--- config.mk ---
export PLATFORM = sky130hd
export DESIGN_NAME = pmm_mapper
export DESIGN_NICKNAME = d
export VERILOG_FILES = /design/src/design/pmm_linear_pointer.v /design/src/design/pmm_mapper.v
export VERILOG_INCLUDE_DIRS = /design/src /design/src/design
export SDC_FILE = /design/constraint.sdc
export NUM_CORES = 1
export LEC_CHECK = 0
export BUFFER_PORTS_ARGS = -buffer_cell sky130_fd_sc_hd__buf_2
export CAP_MARGIN = 20
export CORE_MARGIN = 4
export CORE_UTILIZATION = 57
export CTS_CLUSTER_DIAMETER = 200
export DETAILED_ROUTE_END_ITERATION = 8
export HOLD_SLACK_MARGIN = 0.03
export PLACE_DENSITY = 0.93
export SLEW_MARGIN = 30
export SYNTH_ARGS = -nofsm -noshare
export SYNTH_HDL_FRONTEND = slang
export SYNTH_SLANG_ARGS = --single-unit
--- constraint.sdc ---
create_clock -name clock -period 4.95 [get_ports clock]
set_input_delay 0.99 -clock clock [delete_from_list [all_inputs] [get_ports clock]]
set_output_delay 0.99 -clock clock [all_outputs]
set_load 0.05 [all_outputs]
--- src/design/pmm_defs.vh ---
// Address map, field widths and reset values of the paged memory mapper
`ifndef PMM_DEFS_VH
`define PMM_DEFS_VH

// CPU addresses of the mapper's own byte ports
`define PMM_ADDR_PAGE      16'h0078
`define PMM_ADDR_PTR_HI    16'h0079
`define PMM_ADDR_PTR_MID   16'h007a
`define PMM_ADDR_PTR_LO    16'h007b
`define PMM_ADDR_INCR_WORD 16'h007c
`define PMM_ADDR_INCR_BYTE 16'h007d
`define PMM_ADDR_PLAIN     16'h007e
`define PMM_ADDR_PTR_ADD   16'h007f

// Paging window, offset width and page width
`define PMM_WIN_TOP        2'b10
`define PMM_OFS_W          14
`define PMM_PAGE_W         8
`define PMM_PTR_W          22

// Reset values and add port readback value
`define PMM_PAGE_RST       8'h00
`define PMM_PTR_RST        22'h000000
`define PMM_ADD_READBACK   8'h00

`endif

--- src/design/pmm_linear_pointer.v ---
// Linear address pointer: byte loads, post increment and signed add
`include "pmm_defs.vh"

module pmm_linear_pointer #(
    parameter PTR_W = `PMM_PTR_W
) (
    input  wire             clock,
    input  wire             sys_rst,
    input  wire [2:0]       byte_wr,
    input  wire [7:0]       wdata,
    input  wire             incr,
    input  wire             add_en,
    output reg  [PTR_W-1:0] linear_pointer_reg
);
    reg  [PTR_W-1:0] linear_pointer_next;   // Next pointer value
    wire [PTR_W-1:0] add_ext;               // Sign extended offset

    // Two's complement offset widened to the pointer width
    assign add_ext = {{(PTR_W-8){wdata[7]}}, wdata};

    // Next pointer: one source per cycle, wraps silently
    always @* begin
        linear_pointer_next = linear_pointer_reg;
        if (byte_wr[0]) begin
            // Low byte
            linear_pointer_next[7:0] = wdata;
        end else if (byte_wr[1]) begin
            // Middle byte
            linear_pointer_next[15:8] = wdata;
        end else if (byte_wr[2]) begin
            // Top bits, extra written bits dropped
            linear_pointer_next[PTR_W-1:16] = wdata[PTR_W-17:0];
        end else if (incr) begin
            // Step after a post increment access
            linear_pointer_next = linear_pointer_reg + {{(PTR_W-1){1'b0}}, 1'b1};
        end else if (add_en) begin
            // Signed add, 0xff steps back one, 0x80 steps back 128
            linear_pointer_next = linear_pointer_reg + add_ext;
        end
    end

    // Pointer register
    always @(posedge clock or posedge sys_rst) begin
        if (sys_rst) begin
            linear_pointer_reg <= `PMM_PTR_RST;
        end else begin
            linear_pointer_reg <= linear_pointer_next;
        end
    end
endmodule

--- src/design/pmm_mapper.v ---
// Paged memory mapper: page window, paged call/return sequencer, linear data ports
`include "pmm_defs.vh"

// What this block does
// - Window maps onto one selected 16K block
// - Window address joins page and offset
// - Page register loaded by bus, call, return
// - Page one aliases the directly addressed 0x4000 range
// - Call: stack return, push page, load, jump
// - Call sequence holds off interrupts throughout
// - Call supplies immediate page and window target
// - Return: pull page, pull address, resume
// - Return sequence holds off interrupts throughout
// - Linear ports access memory at pointer
// - Increment ports step pointer after access
// - Word port sits just below byte port
// - Add port adds signed byte to pointer
// - Add port reads zero; 0xff minus one
module pmm_mapper #(
    parameter PTR_W  = `PMM_PTR_W,
    parameter PAGE_W = `PMM_PAGE_W
) (
    input  wire              clock,
    input  wire              sys_rst,
    input  wire [15:0]       cpu_addr,
    input  wire [7:0]        cpu_wdata,
    input  wire              cpu_rd,
    input  wire              cpu_wr,
    output wire [7:0]        cpu_rdata,
    output reg               cpu_rdata_valid_reg,
    output wire [PTR_W-1:0]  mem_addr,
    output wire [7:0]        mem_wdata,
    output wire              mem_rd,
    output wire              mem_wr,
    input  wire [7:0]        mem_rdata,
    input  wire              call_req,
    input  wire [PAGE_W-1:0] call_page,
    input  wire [15:0]       call_target,
    input  wire [15:0]       call_return,
    input  wire              ret_req,
    output wire              stack_push,
    output wire [7:0]        stack_push_data,
    output wire              stack_pull,
    input  wire [7:0]        stack_pull_data,
    output reg               pc_load_reg,
    output reg  [15:0]       pc_value_reg,
    output wire              seq_busy,
    output wire [PAGE_W-1:0] program_page_select
);
    // Sequencer states
    localparam S_IDLE    = 4'd0;
    localparam S_PUSH_LO = 4'd1;
    localparam S_PUSH_HI = 4'd2;
    localparam S_PUSH_PG = 4'd3;
    localparam S_LOAD    = 4'd4;
    localparam S_PULL_PG = 4'd5;
    localparam S_PULL_HI = 4'd6;
    localparam S_PULL_LO = 4'd7;
    localparam S_JUMP    = 4'd8;

    reg  [3:0]        state_reg;        // Sequencer state
    reg  [3:0]        state_next;       // Next sequencer state
    reg  [PAGE_W-1:0] page_reg;         // Program page select
    reg  [PAGE_W-1:0] new_page_reg;     // Page operand of a call
    reg  [15:0]       target_reg;       // Target operand of a call
    reg  [15:0]       return_reg;       // Return address being stacked or pulled
    reg  [7:0]        rdata_reg;        // Registered read data of mapper ports
    reg               rdata_mem_reg;    // Last read went to memory
    reg  [7:0]        reg_rdata;        // Combinational read mux
    wire [PTR_W-1:0]  linear_pointer;   // Linear address pointer
    wire              in_window;        // CPU address inside paging window
    wire              hit_plain;        // Plain data port hit
    wire              hit_incr;         // Word or byte increment port hit
    wire              hit_linear;       // Any linear data port hit
    wire              hit_page;         // Page register hit
    wire              hit_add;          // Add port hit
    wire              hit_ptr;          // Pointer byte hit
    wire              access;           // Bus access this cycle
    wire [PTR_W-1:0]  cpu_ext;          // Extended address of an ordinary access
    wire [2:0]        ptr_byte_wr;      // Pointer byte write strobes

    // Port decode; word port one below byte port keeps 16-bit index moves paired
    assign access     = cpu_rd | cpu_wr;
    assign hit_plain  = (cpu_addr == `PMM_ADDR_PLAIN);
    assign hit_incr   = (cpu_addr == `PMM_ADDR_INCR_WORD) |
                        (cpu_addr == `PMM_ADDR_INCR_BYTE);
    assign hit_linear = hit_plain | hit_incr;
    assign hit_page   = (cpu_addr == `PMM_ADDR_PAGE);
    assign hit_add    = (cpu_addr == `PMM_ADDR_PTR_ADD);
    assign hit_ptr    = (cpu_addr == `PMM_ADDR_PTR_HI) |
                        (cpu_addr == `PMM_ADDR_PTR_MID) |
                        (cpu_addr == `PMM_ADDR_PTR_LO);

    // Window test and extended address of CPU accesses
    assign in_window = (cpu_addr[15:14] == `PMM_WIN_TOP);
    // Window joins page and offset; elsewhere zero extend, so page one aliases 0x4000 range
    assign cpu_ext   = in_window ? {page_reg, cpu_addr[`PMM_OFS_W-1:0]}
                                 : {{(PTR_W-16){1'b0}}, cpu_addr};

    // Memory side: linear ports use the pointer, other accesses pass through; page, pointer and add ports raise no strobe
    assign mem_addr  = hit_linear ? linear_pointer : cpu_ext;
    assign mem_wdata = cpu_wdata;
    assign mem_rd    = cpu_rd & ~hit_page & ~hit_add & ~hit_ptr;
    assign mem_wr    = cpu_wr & ~hit_page & ~hit_add & ~hit_ptr;

    // Pointer byte strobes
    assign ptr_byte_wr[0] = cpu_wr & (cpu_addr == `PMM_ADDR_PTR_LO);
    assign ptr_byte_wr[1] = cpu_wr & (cpu_addr == `PMM_ADDR_PTR_MID);
    assign ptr_byte_wr[2] = cpu_wr & (cpu_addr == `PMM_ADDR_PTR_HI);

    // Linear pointer unit
    pmm_linear_pointer #(
        .PTR_W (PTR_W)
    ) u_ptr (
        .clock              (clock),
        .sys_rst            (sys_rst),
        .byte_wr            (ptr_byte_wr),
        .wdata              (cpu_wdata),
        .incr               (access & hit_incr),
        .add_en             (cpu_wr & hit_add),
        .linear_pointer_reg (linear_pointer)
    );

    // Read mux of the mapper's own ports
    always @* begin
        reg_rdata = 8'h00;
        if (hit_page) begin
            reg_rdata = page_reg;
        end else if (cpu_addr == `PMM_ADDR_PTR_HI) begin
            reg_rdata = {{(24-PTR_W){1'b0}}, linear_pointer[PTR_W-1:16]};
        end else if (cpu_addr == `PMM_ADDR_PTR_MID) begin
            reg_rdata = linear_pointer[15:8];
        end else if (cpu_addr == `PMM_ADDR_PTR_LO) begin
            reg_rdata = linear_pointer[7:0];
        end else if (hit_add) begin
            reg_rdata = `PMM_ADD_READBACK;
        end
    end

    // Read data one cycle after the strobe; memory data pass straight through
    assign cpu_rdata = rdata_mem_reg ? mem_rdata : rdata_reg;

    // Read return registers
    always @(posedge clock or posedge sys_rst) begin
        if (sys_rst) begin
            rdata_reg           <= 8'h00;
            rdata_mem_reg       <= 1'b0;
            cpu_rdata_valid_reg <= 1'b0;
        end else begin
            cpu_rdata_valid_reg <= cpu_rd;
            if (cpu_rd) begin
                rdata_reg     <= reg_rdata;
                rdata_mem_reg <= mem_rd;
            end
        end
    end

    // Stack side of the sequencer
    assign stack_push      = (state_reg == S_PUSH_LO) | (state_reg == S_PUSH_HI) |
                             (state_reg == S_PUSH_PG);
    assign stack_push_data = (state_reg == S_PUSH_LO) ? return_reg[7:0] :
                             (state_reg == S_PUSH_HI) ? return_reg[15:8] : page_reg;
    assign stack_pull      = (state_reg == S_PULL_PG) | (state_reg == S_PULL_HI) |
                             (state_reg == S_PULL_LO);
    // Busy holds off interrupts for the whole sequence
    assign seq_busy        = (state_reg != S_IDLE);
    assign program_page_select = page_reg;

    // Sequencer next state
    always @* begin
        state_next = state_reg;
        case (state_reg)
            S_IDLE: begin
                // Call wins if both arrive together
                if (call_req) begin
                    state_next = S_PUSH_LO;
                end else if (ret_req) begin
                    state_next = S_PULL_PG;
                end
            end
            S_PUSH_LO: begin
                state_next = S_PUSH_HI;
            end
            S_PUSH_HI: begin
                state_next = S_PUSH_PG;
            end
            S_PUSH_PG: begin
                state_next = S_LOAD;
            end
            S_PULL_PG: begin
                state_next = S_PULL_HI;
            end
            S_PULL_HI: begin
                state_next = S_PULL_LO;
            end
            S_PULL_LO: begin
                state_next = S_JUMP;
            end
            default: begin
                // Load and jump both end the sequence
                state_next = S_IDLE;
            end
        endcase
    end

    // Sequencer registers, page register and program counter load
    always @(posedge clock or posedge sys_rst) begin
        if (sys_rst) begin
            state_reg    <= S_IDLE;
            page_reg     <= `PMM_PAGE_RST;
            new_page_reg <= `PMM_PAGE_RST;
            target_reg   <= 16'h0000;
            return_reg   <= 16'h0000;
            pc_load_reg  <= 1'b0;
            pc_value_reg <= 16'h0000;
        end else begin
            state_reg   <= state_next;
            pc_load_reg <= 1'b0;
            case (state_reg)
                S_IDLE: begin
                    if (call_req) begin
                        // Capture immediate page and window target
                        new_page_reg <= call_page;
                        target_reg   <= call_target;
                        return_reg   <= call_return;
                    end else if (cpu_wr & hit_page) begin
                        // Ordinary store to the page register
                        page_reg <= cpu_wdata[PAGE_W-1:0];
                    end
                end
                S_LOAD: begin
                    // New page and jump to target on the same edge
                    page_reg     <= new_page_reg;
                    pc_load_reg  <= 1'b1;
                    pc_value_reg <= target_reg;
                end
                S_PULL_HI: begin
                    // Saved page arrived from the first pull
                    page_reg <= stack_pull_data[PAGE_W-1:0];
                end
                S_PULL_LO: begin
                    return_reg[15:8] <= stack_pull_data;
                end
                S_JUMP: begin
                    // Resume at the pulled return address
                    pc_load_reg  <= 1'b1;
                    pc_value_reg <= {return_reg[15:8], stack_pull_data};
                end
                default: begin
                    // Push states and the first pull state change no register here
                    pc_load_reg <= 1'b0;
                end
            endcase
        end
    end
endmodule

==> results.txt <==
HP Class -> reg -> reg
via count -> 5,740
drt drc -> 0
Cell variety after synth -> 64
share of layout cells above drive strength 1 -> 32.48%
clock skew -> 13.56 ps
Worst VDD drop -> 0.0004217 V
register area -> 2527 µm²
quantity of gates resized following cts -> 0
Final Max Slew Viols -> 0
Total GRT Usage -> 30.43%
WP data arrival -> 4470 ps
Mean Syn Cell Area -> 9.412 µm²
GP Congestion -> 0.9988
Post-synth ARST share -> 100.0%
Post-Syn Nets -> 731
placement row count -> 37
Max Cap Viol -> 0
Yosys top cell by area -> dfrtp_1
RSZ-0062 raised after global routing -> false
fin crit period -> 4236 ps
Post-DRT Antenna Nets -> 0
internal power -> 0.001871 W
final critical-path share of the clock period -> 85.58%
commonest cells in the synthesized netlist -> 102 x nand2_1, 101 x dfrtp_1, 50 x o21ai_0, 39 x mux2_2, 37 x nor2_1
Sw Share -> 49.80%
Die Area -> 12,220 µm²
# nets final -> 868
Final Hold Vio Count -> 0
Pwr Total -> 0.003727 W
GRT Residual Overflow -> 0
max_slew headroom -> 42.37%
Initial Util -> 58.34%
total CTS buffers -> 9
CP startpoint -> cpu_addr[9]
initial DRC count -> 742
# hold bufs at CTS -> 0
setup_tns -> 0 ps
drt first pass iters -> 6
sequential share of power -> 36.8%
PwrDens -> 526.8 nW/µm²
CTS tree -> built
clock sink count -> 101
Max Clk Rate -> 236.0 MHz
Root Driver -> clkbuf_8
vias in the first global route -> 5,706
initial antenna violation count -> 0
final core occ -> 68.85%
clock share of power -> 14.2%
synthesis-to-finish area growth -> 18.01%
most area-consuming cells after synthesis -> dfrtp_1 42%, mux2_2 7.3%, nand2_1 6.4%, o21ai_0 4.2%, a22oi_1 3.9%
outcome -> completed
post-synthesis compound-gate area fraction -> 16.53%
Routed WL per cell -> 20.62 µm
largest net degree at the start of global routing -> 55
multi-input logic area -> 3211 µm²
vias per cell -> 6.273
# IOs -> 163
detailed placer's ending HPWL -> 14,160 µm
register area share after synthesis -> 42.15%
Reg clk slew, reported paths -> 110 ps
XOR/XNOR share of the synthesized area -> 3.068%
HP Start -> pc_value_reg[0]
Cell Area, Synth -> 5996 µm²
Main synth FF type -> dfrtp_1
Setup Viol. Count Final -> 0
reg2reg start -> u_ptr.linear_pointer_reg[1]
Synth top area share -> 42.15%
Die X -> 110.6 µm
worst path required time -> 5190 ps
Least-Margin Pin Slew -> 864.5 ps
Fill cells -> 763
Setup crit end kind -> flop
Die H -> 110.6 µm
Ys Warns -> 0
CTS max path bufs -> 2
EDFF count, synth -> 0
clk_lat worst skew -> 380 ps
H-Tree Depth -> 3
# port buffers -> 162
startpoint class of the critical path -> primary input
global-route wire length before repair -> 30,180 µm
Mapped Cells -> 637
CP Class -> in -> reg
Pleak -> 3.466 nW
Logic pwr share -> 49.1%
core area -> 10,280 µm²
DRT Wirelength -> 18,860 µm
maximum fanout along the worst path -> 12
post-synthesis simple-gate area fraction -> 18.20%
fraction of the mapped netlist area in adder cells -> 1.795%
n_diodes -> 0
Post-CTS Setup Bufs -> 0
Yosys reg bits -> 101
main combinational cell family by area after synthesis -> simple AND/OR/NAND/NOR gates
mux contribution to synthesized area -> 13.33%
most common cell in the synthesized netlist -> nand2_1
P_sw -> 0.001856 W
max reg flops -> 22
[worst paths after layout]
kind | endpoint | slack (ps) | depth (start not counted)
max in group asynchronous | pc_value_reg[1] | 3160 | 3
min in group asynchronous | u_ptr.linear_pointer_reg[11] | 720 | 2
worst min register to register | pc_value_reg[0] | 480 | 2
worst min-delay path | pc_value_reg[0] | 480 | 2
worst max-delay path | u_ptr.linear_pointer_reg[15] | 710 | 14
worst max register to register | u_ptr.linear_pointer_reg[15] | 1950 | 9
[metrics by stage]
stage	worst slack [ps]	cells	area (µm²)	hold slack (ps)
2_1_floorplan	966.5	637	5996	468.0
3_3_place_gp	614.8	899	6862	452.9
3_5_place_dp	375.5	899	6872	457.3
4_1_cts	750.4	915	7072	483.3
5_1_grt	466.8	915	7076	520.0
6_report	713.6	915	7076	482.0
[cells in the final DEF (no fill, tap or decap), types with 3 or more instances in the layout]
| master | count |
|---|---|
| mux2i_1 | 21 |
| clkbuf_8 | 10 |
| o21a_1 | 5 |
| nor4_1 | 5 |
| ha_1 | 7 |
| a22o_1 | 6 |
| o211ai_1 | 4 |
| mux4_2 | 6 |
| xnor2_1 | 17 |
| and3_1 | 4 |
| nand3_1 | 13 |
| a21o_1 | 8 |
| nor2_1 | 36 |
| mux2_2 | 39 |
| inv_1 | 20 |
| o22ai_1 | 4 |
| dfrtp_1 | 101 |
| or3_1 | 4 |
| buf_2 | 162 |
| o21ai_0 | 50 |
| buf_4 | 10 |
| a21oi_1 | 24 |
| or4_1 | 4 |
| nand4_1 | 10 |
| nor2b_1 | 9 |
| a211oi_1 | 3 |
| a22oi_1 | 31 |
| nor3_1 | 11 |
| xor2_1 | 4 |
| nand2_1 | 102 |
[power groups by stage]
stage | combinational (W) | sequential (W) | clock (W)
floorplan | 0.00110 | 0.00158 | 0
global placement | 0.00176 | 0.00135 | 0
detailed placement | 0.00182 | 0.00138 | 0
CTS | 0.00183 | 0.00136 | 0.000532
global route | 0.00194 | 0.00140 | 0.000569
finish | 0.00183 | 0.00137 | 0.000527
[layer usage]
layer  vias to the layer above  wire, µm  track usage [%]
li1                       2561         -                -
met1                      2748      7275            39.24
met2                       347      9045            50.00
met3                        84      1683            6.137
met4                         0       858            12.97
met5                         -         0                0
[critical path: stages]
cell	delay, ps
buf_2	120
nor4b_4	430
nand4_4	180
o21ai_0	320
inv_1	90
ha_1	280
a21oi_1	200
a2bb2oi_1	310
a21oi_1	190
buf_4	230
or3_1	450
o41ai_1	380
xnor2_1	190
mux2i_1	120
[final cells by class]
| type | instances | share of cell area, % |
|---|---|---|
| Tap cell | 136 | 2.405 |
| Inverter | 21 | 1.149 |
| Clock buffer | 10 | 1.945 |
| Timing Repair Buffer | 172 | 12.52 |
| Multi-Input combinational cell | 469 | 45.38 |
| Clock inverter | 6 | 0.8842 |
| Sequential cell | 101 | 35.72 |
[cells by family (layout without fill, tap and decap cells)]
family / after synthesis / after routing
AND/OR/NAND/NOR: 220 / 220
AO/OA/AOI/OAI: 153 / 153
flip-flops: 101 / 101
multiplexers: 67 / 67
buffers and inverters: 67 / 209
XOR/XNOR: 21 / 21
adder cells (fa/ha/maj): 8 / 8
Note: power is estimated with default switching activity, not from simulation.
